### config.mk
export PLATFORM = sky130hd
export DESIGN_NAME = usmspi_top
export DESIGN_NICKNAME = d
export VERILOG_FILES = /design/src/rtl/usmspi_fifo.v /design/src/rtl/usmspi_top.v
export VERILOG_INCLUDE_DIRS = /design/src /design/src/rtl
export SDC_FILE = /design/constraint.sdc
export NUM_CORES = 1
export LEC_CHECK = 0
export ABC_CLOCK_PERIOD_IN_PS = 3900
export BUFFER_PORTS_ARGS = -buffer_cell sky130_fd_sc_hd__buf_2
export CAP_MARGIN = 20
export CORE_MARGIN = 2
export CORE_UTILIZATION = 42
export CTS_CLUSTER_SIZE = 12
export DETAILED_ROUTE_END_ITERATION = 10
export GPL_ROUTABILITY_DRIVEN = 0
export PLACE_DENSITY = 0.71
export SLEW_MARGIN = 20
export SYNTH_ARGS = -nofsm -noshare
export SYNTH_HDL_FRONTEND = slang
export SYNTH_SLANG_ARGS = --single-unit
### constraint.sdc
create_clock -name clk -period 3.9 [get_ports clk]
set_input_delay 0 -clock clk [delete_from_list [all_inputs] [get_ports clk]]
set_output_delay 0 -clock clk [all_outputs]
set_load 0.005 [all_outputs]
### src/rtl/usmspi_consts.vh
// Constants for the master SPI operating mode of the serial unit.
`ifndef USMSPI_CONSTS_VH
`define USMSPI_CONSTS_VH
`define USMSPI_MODE_SPI 2'h3
`define USMSPI_DIV_W 12
`define USMSPI_DIV_RST 12'h000
`define USMSPI_BYTE_W 8
`define USMSPI_RXBUF_DEPTH 2
`define USMSPI_TXFIFO_DEPTH 4
`define USMSPI_BITS 4'h8
`define USMSPI_DATA_RST 8'h00
`endif

### src/rtl/usmspi_fifo.v
// Small synchronous FIFO with valid and ready on both sides.
`timescale 1ns/100ps
`default_nettype none
module usmspi_fifo #(
  parameter WIDTH = 8,
  parameter DEPTH = 4,
  parameter AW = 2
) (
  input wire clk,
  input wire rstn,
  input wire flush,
  input wire in_valid,
  output wire in_ready,
  input wire [WIDTH-1:0] in_data,
  output wire out_valid,
  input wire out_ready,
  output wire [WIDTH-1:0] out_data
);
  reg [WIDTH-1:0] mem [0:DEPTH-1];
  reg [AW-1:0] wp_r;
  reg [AW-1:0] rp_r;
  reg [AW:0] cnt_r;
  wire push;
  wire pop;
  assign in_ready = (cnt_r != DEPTH[AW:0]);
  assign out_valid = (cnt_r != {(AW+1){1'b0}});
  assign out_data = mem[rp_r];
  assign push = in_valid & in_ready;
  assign pop = out_valid & out_ready;
  always @(posedge clk)
  begin
    if (push)
    begin
      mem[wp_r] <= in_data;
    end
  end
  always @(posedge clk or negedge rstn)
  begin
    if (!rstn)
    begin
      wp_r <= {AW{1'b0}};
      rp_r <= {AW{1'b0}};
      cnt_r <= {(AW+1){1'b0}};
    end
    else if (flush)
    begin
      wp_r <= {AW{1'b0}};
      rp_r <= {AW{1'b0}};
      cnt_r <= {(AW+1){1'b0}};
    end
    else
    begin
      if (push)
      begin
        wp_r <= (wp_r == DEPTH[AW-1:0] - 1'b1) ? {AW{1'b0}} : wp_r + 1'b1;
      end
      if (pop)
      begin
        rp_r <= (rp_r == DEPTH[AW-1:0] - 1'b1) ? {AW{1'b0}} : rp_r + 1'b1;
      end
      cnt_r <= cnt_r + {{AW{1'b0}}, push} - {{AW{1'b0}}, pop};
    end
  end
endmodule // usmspi_fifo
`default_nettype wire

### src/rtl/usmspi_top.v
// Master SPI operating mode of the serial unit: transmit queue, shifter and receive buffer.
// Functional notes
// - Mode select both ones enables master SPI.
// - Parity, recovery, separate control replaced by shifter.
// - Pins and flags unchanged from serial mode.
// - Internal clock only; always master.
// - Clock rate from divisor, synchronous-master equation.
// - Fastest transfer clock is half system clock.
// - All four polarity/phase modes supported.
// - Bit order selectable, LSB or MSB first.
// - Full duplex; one byte in per out.
// - Writing data starts every transfer.
// - Queued byte loads when shifter ready.
// - Next byte writable while current shifts.
// - Overflow drops newest byte, keeps older.
// - Buffer-empty and receive-complete flags for polling.
// - Receive buffer holds two bytes; third dropped.
// - Receive flag clears when a read empties the buffer.
// - Receiver disable flushes buffer, clears flag.
`timescale 1ns/100ps
`default_nettype none
`include "usmspi_consts.vh"
module usmspi_top (
  input wire clk,
  input wire rstn,
  input wire [1:0] usart_mode_select,
  input wire transmitter_enable_bit,
  input wire receiver_enable_bit,
  input wire clock_pin_direction,
  input wire [`USMSPI_DIV_W-1:0] baud_rate_divisor,
  input wire clock_polarity,
  input wire clock_phase,
  input wire lsb_first,
  input wire data_wr,
  input wire [7:0] data_wdata,
  input wire data_rd,
  output reg [7:0] data_rdata,
  output wire tx_buffer_empty_flag,
  output wire rx_complete_flag,
  output wire tx_complete,
  output reg transfer_clock_pin,
  output wire transfer_clock_oe,
  output reg data_out_pin,
  input wire data_in_pin
);
  localparam ST_IDLE = 2'd0;
  localparam ST_LEAD = 2'd1;
  localparam ST_TRAIL = 2'd2;
  wire spi_on;
  wire fifo_ready;
  wire q_valid;
  wire [7:0] q_data;
  wire q_take;
  reg [1:0] st_r;
  reg [`USMSPI_DIV_W-1:0] bcnt_r;
  reg [3:0] nbit_r;
  reg [7:0] tx_sh_r;
  reg [7:0] rx_sh_r;
  reg [7:0] rxb0_r;
  reg [7:0] rxb1_r;
  reg [1:0] rxn_r;
  reg din_s1_r;
  reg din_s2_r;
  reg txc_r;
  wire tick;
  wire byte_done;
  wire [7:0] rx_full;
  function [7:0] bitrev;
    input [7:0] v;
    integer k;
    begin
      for (k = 0; k < 8; k = k + 1)
      begin
        bitrev[k] = v[7-k];
      end
    end
  endfunction
  // Phase 1 takes its last bit in the closing cycle, so that bit comes straight from the synchroniser.
  function [7:0] rx_pick;
    input phase;
    input lsb;
    input [7:0] sh;
    input [7:0] full;
    begin
      if (phase)
      begin
        rx_pick = full;
      end
      else
      begin
        rx_pick = lsb ? bitrev(sh) : sh;
      end
    end
  endfunction
  function last_bit;
    input [3:0] n;
    begin
      last_bit = (n == `USMSPI_BITS - 4'h1);
    end
  endfunction
  assign spi_on = (usart_mode_select == `USMSPI_MODE_SPI);
  // The clock pin enable comes from the direction bit in SPI mode; transfer_clock_pin still toggles with it low.
  assign transfer_clock_oe = spi_on & clock_pin_direction;
  usmspi_fifo #(
    .WIDTH(8),
    .DEPTH(`USMSPI_TXFIFO_DEPTH),
    .AW(2)
  ) u_txq (
    .clk(clk),
    .rstn(rstn),
    .flush(~transmitter_enable_bit),
    .in_valid(data_wr & spi_on & transmitter_enable_bit),
    .in_ready(fifo_ready),
    .in_data(data_wdata),
    .out_valid(q_valid),
    .out_ready(q_take),
    .out_data(q_data)
  );
  assign tx_buffer_empty_flag = fifo_ready;
  // Load only when the shifter is idle, so a queued byte never disturbs a frame.
  assign q_take = (st_r == ST_IDLE) & spi_on & transmitter_enable_bit;
  // Divisor semantics follow synchronous master: half period is divisor+1 clocks, so 0 gives clk/2.
  assign tick = (bcnt_r == {`USMSPI_DIV_W{1'b0}});
  assign byte_done = (st_r == ST_TRAIL) & tick & last_bit(nbit_r);
  assign rx_full = lsb_first ? bitrev({rx_sh_r[6:0], din_s2_r}) : {rx_sh_r[6:0], din_s2_r};
  assign rx_complete_flag = (rxn_r != 2'd0);
  assign tx_complete = txc_r;
  always @(posedge clk or negedge rstn)
  begin
    if (!rstn)
    begin
      din_s1_r <= 1'b0;
      din_s2_r <= 1'b0;
    end
    else
    begin
      din_s1_r <= data_in_pin;
      din_s2_r <= din_s1_r;
    end
  end
  // Transfer engine; parity and recovery logic do not exist in this mode.
  always @(posedge clk or negedge rstn)
  begin
    if (!rstn)
    begin
      st_r <= ST_IDLE;
      bcnt_r <= `USMSPI_DIV_RST;
      nbit_r <= 4'h0;
      tx_sh_r <= `USMSPI_DATA_RST;
      rx_sh_r <= `USMSPI_DATA_RST;
      transfer_clock_pin <= 1'b0;
      data_out_pin <= 1'b1;
      txc_r <= 1'b0;
    end
    else
    begin
      case (st_r)
        ST_IDLE:
        begin
          transfer_clock_pin <= clock_polarity;
          if (q_valid & q_take)
          begin
            tx_sh_r <= lsb_first ? bitrev(q_data) : q_data;
            data_out_pin <= lsb_first ? q_data[0] : q_data[7];
            nbit_r <= 4'h0;
            bcnt_r <= baud_rate_divisor;
            txc_r <= 1'b0;
            st_r <= ST_LEAD;
          end
        end
        ST_LEAD:
        begin
          if (tick)
          begin
            bcnt_r <= baud_rate_divisor;
            transfer_clock_pin <= ~clock_polarity;
            if (!clock_phase)
            begin
              rx_sh_r <= {rx_sh_r[6:0], din_s2_r};
            end
            else
            begin
              data_out_pin <= tx_sh_r[7 - nbit_r[2:0]];
            end
            st_r <= ST_TRAIL;
          end
          else
          begin
            bcnt_r <= bcnt_r - 1'b1;
          end
        end
        ST_TRAIL:
        begin
          if (tick)
          begin
            bcnt_r <= baud_rate_divisor;
            transfer_clock_pin <= clock_polarity;
            if (clock_phase)
            begin
              rx_sh_r <= {rx_sh_r[6:0], din_s2_r};
            end
            else if (!last_bit(nbit_r))
            begin
              data_out_pin <= tx_sh_r[6 - nbit_r[2:0]];
            end
            if (last_bit(nbit_r))
            begin
              txc_r <= 1'b1;
              st_r <= ST_IDLE;
            end
            else
            begin
              nbit_r <= nbit_r + 4'h1;
              st_r <= ST_LEAD;
            end
          end
          else
          begin
            bcnt_r <= bcnt_r - 1'b1;
          end
        end
        default:
        begin
          st_r <= ST_IDLE;
        end
      endcase
    end
  end
  // Sampling path delay: input passes two flops, so the slave sees about two clocks less margin.
  // At divisor 0 a slave that changes its output on the opposite edge is therefore read one bit late.
  // Receive buffer of two bytes; a third arriving while full is dropped.
  always @(posedge clk or negedge rstn)
  begin
    if (!rstn)
    begin
      rxb0_r <= `USMSPI_DATA_RST;
      rxb1_r <= `USMSPI_DATA_RST;
      rxn_r <= 2'd0;
      data_rdata <= `USMSPI_DATA_RST;
    end
    else if (!receiver_enable_bit)
    begin
      rxn_r <= 2'd0;
    end
    else
    begin
      if (data_rd & (rxn_r != 2'd0))
      begin
        data_rdata <= rxb0_r;
        rxb0_r <= rxb1_r;
        if (byte_done & (rxn_r == 2'd1))
        begin
          rxb0_r <= rx_pick(clock_phase, lsb_first, rx_sh_r, rx_full);
        end
        else if (byte_done & (rxn_r == 2'd2))
        begin
          rxb1_r <= rx_pick(clock_phase, lsb_first, rx_sh_r, rx_full);
        end
        else
        begin
          rxn_r <= rxn_r - 2'd1;
        end
      end
      else if (byte_done & (rxn_r != 2'd2))
      begin
        if (rxn_r == 2'd0)
        begin
          rxb0_r <= rx_pick(clock_phase, lsb_first, rx_sh_r, rx_full);
        end
        else
        begin
          rxb1_r <= rx_pick(clock_phase, lsb_first, rx_sh_r, rx_full);
        end
        rxn_r <= rxn_r + 2'd1;
      end
    end
  end
endmodule // usmspi_top
`default_nettype wire
---- After elaboration in Yosys (flattened, before gate mapping) ----
Memory sizes are Yosys's and may differ from the RTL's.
Index checks and enable logic that the tools add are counted.
word-level totals
  flip-flop bits (word level) ............. 72
  RAM bits ................................ 32
  input bits .............................. 33
  output and inout bits ................... 14
  word-level logic and storage cells ...... 158
  memories kept ........................... 1
operators by class
  $add $sub $neg .......................... 10
  $lt $le $gt $ge ......................... 2
  equal/unequal tests ..................... 27
  muxes and demuxes ....................... 63
  bitwise logic cells ..................... 14
  reduce and logical (&&, ||, !) cells .... 24
memories
  name       words  bits a word  rd ports  clocked after Yosys merged registers in  wr ports  RTL line          text
  u_txq.mem  4      8            1         0                                        1         usmspi_fifo.v:19  reg [WIDTH-1:0] mem [0:DEPTH-1];
operator list
  cell                   count
  $mux 8                 17
  $lt 32x4->1 const B    2
  $mux 2                 14
  $mux 12                2
  $pmux 12 s2            1
  $ne 2x2->1 const B     10
  $mux 1                 17
  $pmux 8 s2             1
  $and 1x1->1            13
  $logic_not 12->1       1
  $mux 4                 3
  $reduce_and 3->1       4
  $reduce_bool 2->1      6
  $sub 12x1->12 const B  1
  $eq 2x2->1 const B     5
  $ne 2x1->1 const B     5
  $reduce_and 5->1       2
  $ne 3x3->1 const B     3
  $pmux 4 s2             1
  $reduce_and 4->1       2
  $sub 3x3->4 const A    2
  $reduce_and 7->1       1
  $add 2x1->2 const B    3
  $bmux 1 s3             2
  other kinds (16)       22

---- Depth between registers and ports, before layout ----
  depth in word-level cells ............... 8
  gate-level depth with buffers ........... 12
  depth with buffers taken out ............ 11

---- Cells and area by module ----
A second synthesis with hierarchy kept.
unflattened totals
  cell total of the unflattened synthesis .. 438
  area, all modules ....................... 5416.4 µm²
modules (own cells, without submodules)
  module       instances  cells an instance  area each (µm²)  seq. area each (µm²)
  usmspi_top   1          349                3784.9           1627.8
  usmspi_fifo  1          89                 1631.6           1136.1

---- Least setup slack after synthesis ----
OpenSTA, ideal clock, no wires.
  kind .................................... register -> register
  from .................................... reg bcnt_r[0]
  to ...................................... reg rxb0_r[0]
  setup time .............................. 0.125 ns
  data arrival time ....................... 2.285 ns
  required time ........................... 3.775 ns
  path slack .............................. 1.490 ns
  stages on the path, launching flop included .. 9
  buffers on the path ..................... 1
  clock period less this slack ............ 2.410 ns
  cell sequence ........................... dfrtp_1 inv_1 ha_1 or4b_4 nor4_4 nand2_1 o31a_1 buf_6 mux2_4
between the ends
  word-level cells in the longest chain between the ends .. 6
  elaborated cells between the ends (all ways) .. 9
  classes of those cells .................. 2 x mux; 4 x bitwise; 3 x reduce/logical
ends and longest elaborated chain
  element                                                       RTL line                            text
  start, declared                                               usmspi_top.v:55                     reg [`USMSPI_DIV_W-1:0] bcnt_r;
  start signal, assigned                                        usmspi_top.v:147                    bcnt_r <= `USMSPI_DIV_RST;
  start signal, assigned                                        usmspi_top.v:166                    bcnt_r <= baud_rate_divisor;
  start signal, assigned                                        usmspi_top.v:175                    bcnt_r <= baud_rate_divisor;
  $logic_not 12->1 (*)                                          usmspi_top.v:123                    assign tick = (bcnt_r == {`USMSPI_DIV_W{1'b0}});
  $and 1x1->1 (*) (2 in series)                                 usmspi_top.v:124                    assign byte_done = (st_r == ST_TRAIL) & tick & last_bit(nbit_r);
  $and 1x1->1, on equally long branches                         usmspi_top.v:264, usmspi_top.v:251
  $reduce_bool 2->1 (no source line) or $mux 8 (tied branches)  n/a
  $reduce_and 3->1 (no source line) or $mux 8 (tied branches)   n/a
  end signal, assigned                                          usmspi_top.v:250                    rxb0_r <= rxb1_r;
  end signal, assigned                                          usmspi_top.v:253                    rxb0_r <= rx_pick(clock_phase, lsb_first, rx_sh_r, rx_full);
  end signal, assigned                                          usmspi_top.v:268                    rxb0_r <= rx_pick(clock_phase, lsb_first, rx_sh_r, rx_full);
  end, declared                                                 usmspi_top.v:59                     reg [7:0] rxb0_r;
Every way passes the cells marked *; elsewhere a longest branch is shown, timed or not.
A chain may end at the register's enable or synchronous reset.

---- Worst setup path after layout ----
  from .................................... reg st_r[1]
  to ...................................... reg u_txq.cnt_r[2]
between the ends
  word-level cells in the longest chain between the ends .. 6
ends and longest elaborated chain
  element                    RTL line          text
  start, declared            usmspi_top.v:54   reg [1:0] st_r;
  start signal, assigned     usmspi_top.v:146  st_r <= ST_IDLE;
  start signal, assigned     usmspi_top.v:168  st_r <= ST_LEAD;
  start signal, assigned     usmspi_top.v:185  st_r <= ST_TRAIL;
  $logic_not 2->1            usmspi_top.v:121  assign q_take = (st_r == ST_IDLE) & spi_on & transmitter_enable_bit;
  $and 1x1->1 (2 in series)  usmspi_top.v:121
  $and 1x1->1                usmspi_fifo.v:29  assign pop = out_valid & out_ready;
  $sub 3x1->3                usmspi_fifo.v:61  cnt_r <= cnt_r + {{AW{1'b0}}, push} - {{AW{1'b0}}, pop};
  $mux 3                     usmspi_fifo.v:45  else if (flush)
  end signal, assigned       usmspi_fifo.v:43  cnt_r <= {(AW+1){1'b0}};
  end signal, assigned       usmspi_fifo.v:49  cnt_r <= {(AW+1){1'b0}};
  end signal, assigned       usmspi_fifo.v:61
  end, declared              usmspi_fifo.v:22  reg [AW:0] cnt_r;
Every way passes these cells.

==> key figures <==
Layout
  • Inserted Diodes: 0
  • FILL cells: around 1,100
  • Layout cells sized above 1: 27.2%
  • Area growth, synth to finish: 16.5%
  • Final nets: approximately 540
  • Final Cell Area: 6220 µm²

Timing
  • Fin. max-slew vios: 0
  • Max-slew headroom: 28.4%
  • RSZ-0062 raised after global routing: false
  • Worst Tran Pin Value: between 1000 and 1500 ps
  • Clock skew: between 5 and 6 ps
  • Final Hold Fails: 0
  • Fmax: 358 MHz
  • Total negative slack: 0 ps
  • Setup-failing EPs final: 0
  • Period utilization: a little under three quarters
  • Fin crit period: ~2800 ps

Floorplan
  • I/O Pins: 47
  • Site Rows: just over 40
  • Die Ht: about 120 µm
  • Die Area: roughly 14,000 µm²
  • Placeable Area: ~13,000 µm²
  • Starting Density: 42.7%
  • Chip Width: ~120 µm

CTS
  • H-tree level count: 3
  • Clock slew at reported path FFs: around 70 ps
  • CTS tree: done
  • CTS buffer count: 9
  • Clock Path Buffers: 2
  • Root buf cell: clkbuf_16
  • Clk_lat worst skew: roughly 340 ps
  • Clock sink count: between 100 and 150
  • Postcts setup bufs: 0

Synth
  • Synth Warn #: 0
  • Async SR Flop Fraction: between 60% and 70%
  • Largest family of logic cells by synthesized area: multiplexers
  • Post-synth top flop: dfrtp_1
  • Adder-cell share of the synthesized area: under 10%
  • Post-synth top cells: 71 x dfrtp_1, 35 x mux2_2, 32 x edfxtp_1
  • Simple-Gate Fraction of Synth Area: 11.0%
  • Number of synthesized flops with an enable pin: 32
  • Register area share after synthesis: around half
  • Synth area leaders: dfrtp_1 33%, edfxtp_1 18%, mux2_2 7.4%, mux4_2 7.2%, ha_1 3.7%
  • Post-synthesis mux area share: between 10% and 20%
  • Area share of the largest cell type after synthesis: around 33%
  • Flops & latches, synth: ~100
  • Net count after synthesis: just under 500
  • Syn avg cell area: between 10 and 15 µm²
  • Yosys cell types: 56
  • Count leader, synth: dfrtp_1
  • Syn Inst Count: approximately 430
  • Compound-gate portion of the synthesized area: under 10%
  • Synth Cell Area: approximately 5300 µm²
  • Cell taking the most area after synthesis: dfrtp_1
  • Post-Synth XOR/XNOR Area: 0.819%

Detailed routing
  • Drt pass-1 iters: 4
  • DRT iter0 DRCs: between 200 and 300
  • Vias/cell: between 5 and 6
  • Post-Route WL: about 10,000 µm
  • Via count: 3,584
  • DR WL/cell: ~15 µm
  • DRC viols: 0
  • ANT nets after route: 0

Power and ir drop
  • Leakage: about 2.7 nW
  • Power density over cell area: 353 nW/µm²
  • Worst VDD drop: around 0.00021 V

Place
  • Placed Area: 5710 µm²
  • Port bufs: 46
  • HPWL Detailed: 7070 µm

Critical path
  • WP data arrival: slightly above 3000 ps
  • CP Class: reg -> reg
  • CP startpoint kind: flip-flop
  • Worst-path maximum fanout: 18
  • WP data required: a little over 4000 ps
  • CP Capture Type: flip-flop

Job
  • Max-capacitance violation count: 0

GRT
  • Vias in the first global route: 3,610
  • Initial antenna violation count: 0
  • First-pass GRT wire length: 17,100 µm
  • Global Route Usage Sum: roughly 16%
  • Largest net degree at the start of global routing: 39
  • Total global routing overflow: 0

Min path
  • Hold Path Class: in -> reg

Outcome
  • Outcome: finished clean
per-layer routing:
metal  wire length [µm]  global-route usage (%)
met1               4400                    19.2
met5                  0                       0
met4                131                    4.55
met3                385                    4.07
met2               5180                    28.2
flip-flops by register name, summed over array words and instances, names as in the netlist:
signal / flops
u_txq.rp_r: 2
st_r: 2
nbit_r: 4
u_txq.mem: 32
bcnt_r: 12
u_txq.cnt_r: 3
rxb1_r: 8
rxn_r: 2
tx_complete: 1
u_txq.wp_r: 2
rxb0_r: 8
rx_sh_r: 8
tx_sh_r: 8
transfer_clock_pin: 1
data_rdata: 8
data_out_pin: 1
din_s2_r: 1
din_s1_r: 1
power by group:
part           internal, mW  switching, mW
registers              1.14         0.0115
logic                0.0899         0.0923
clock network         0.470          0.390
repair_timing:
item                                    4_1_cts  5_1_grt
endpoints found under the setup margin        0        0
hold buffers                                 23        0
resized for setup                             0        0
hold endpoints to repair                     89        0
worst paths after layout:
| path | from | endpoint | slack (ps) | cells past startpoint |
|---|---|---|---|---|
| setup / recovery | st_r[1] | u_txq.cnt_r[2] | 1110 | 11 |
| min in group asynchronous | rstn | data_rdata[4] | 290 | 2 |
| setup reg to reg | st_r[1] | u_txq.cnt_r[2] | 1110 | 11 |
| max in group asynchronous | rstn | u_txq.wp_r[1] | 2640 | 3 |
| hold reg to reg | din_s1_r | din_s2_r | 350 | 0 |
| hold / removal | baud_rate_divisor[8] | bcnt_r[8] | 20 | 3 |
stage by stage:
step / cells / utilization [%] / hold WS, ps / setup WS [ps] / total power, mW
2_1_floorplan: 431 / - / -296 / 1490 / 1.28
3_3_place_gp: 630 / 45.6 / 115 / 1190 / 1.34
3_5_place_dp: 630 / 45.6 / 112 / 1110 / 1.34
4_1_cts: 669 / 49.7 / 6.51 / 1100 / 2.23
5_1_grt: 669 / 49.7 / 37.9 / 860 / 2.29
6_report: 669 / 49.7 / 16.9 / 1110 / 2.20
critical path: stages, from the launching register on:
cell and delay (ps):
dfrtp_1 420, inv_1 110, ha_1 290, nand3_1 450, inv_1 260, ha_1 260, inv_1 60, ha_1 130
inv_1 50, fa_1 370, xnor2_1 130, and2_1 150
cells in the final DEF, fill, tap and decap left out, types with 2 or more instances in the layout:
master,count
dfrtp_1,71
buf_2,46
mux2_2,35
edfxtp_1,32
nand2_1,28
o21ai_0,25
dlygate4sd3_1,23
a21oi_1,22
nor2_1,22
inv_1,19
mux4_2,17
mux2i_1,17
ha_1,16
nand3_1,9
and2_1,9
clkbuf_16,9
nor3_1,8
mux2_4,8
and3_1,7
xnor2_1,5
nor4_1,4
nand4_1,4
or3_1,4
o22ai_1,4
a22oi_1,3
or2_2,3
a221o_1,3
a211oi_1,3
o31a_1,2
nor2b_1,2
a2bb2oi_1,2
o2bb2ai_1,2
a31oi_1,2
nand3b_1,2
clkbuf_8,2
clkinv_2,2
final cells by class:
class / count / area, µm² / share of cell area (%)
flip-flops and latches: 104 / 2760 / 44.4
clock buffers: 12 / 256 / 4.12
multi-input cells: 288 / 2420 / 38.9
clock inverters: 4 / 27.5 / 0.442
well taps: 172 / 215 / 3.46
repair buffers: 70 / 468 / 7.52
inverters: 19 / 71.3 / 1.15
logic make-up after synthesis:
| group | Yosys count |
|---|---|
| adders and majority gates | 17 |
| muxes | 77 |
| buffers and inverters | 39 |
| DFF | 104 |
| xor gates and xnor gates | 5 |
| and+or+nand+nor | 110 |
| AOI/OAI and AO/OA | 79 |
No activity file was read; power rests on OpenSTA's default activity.
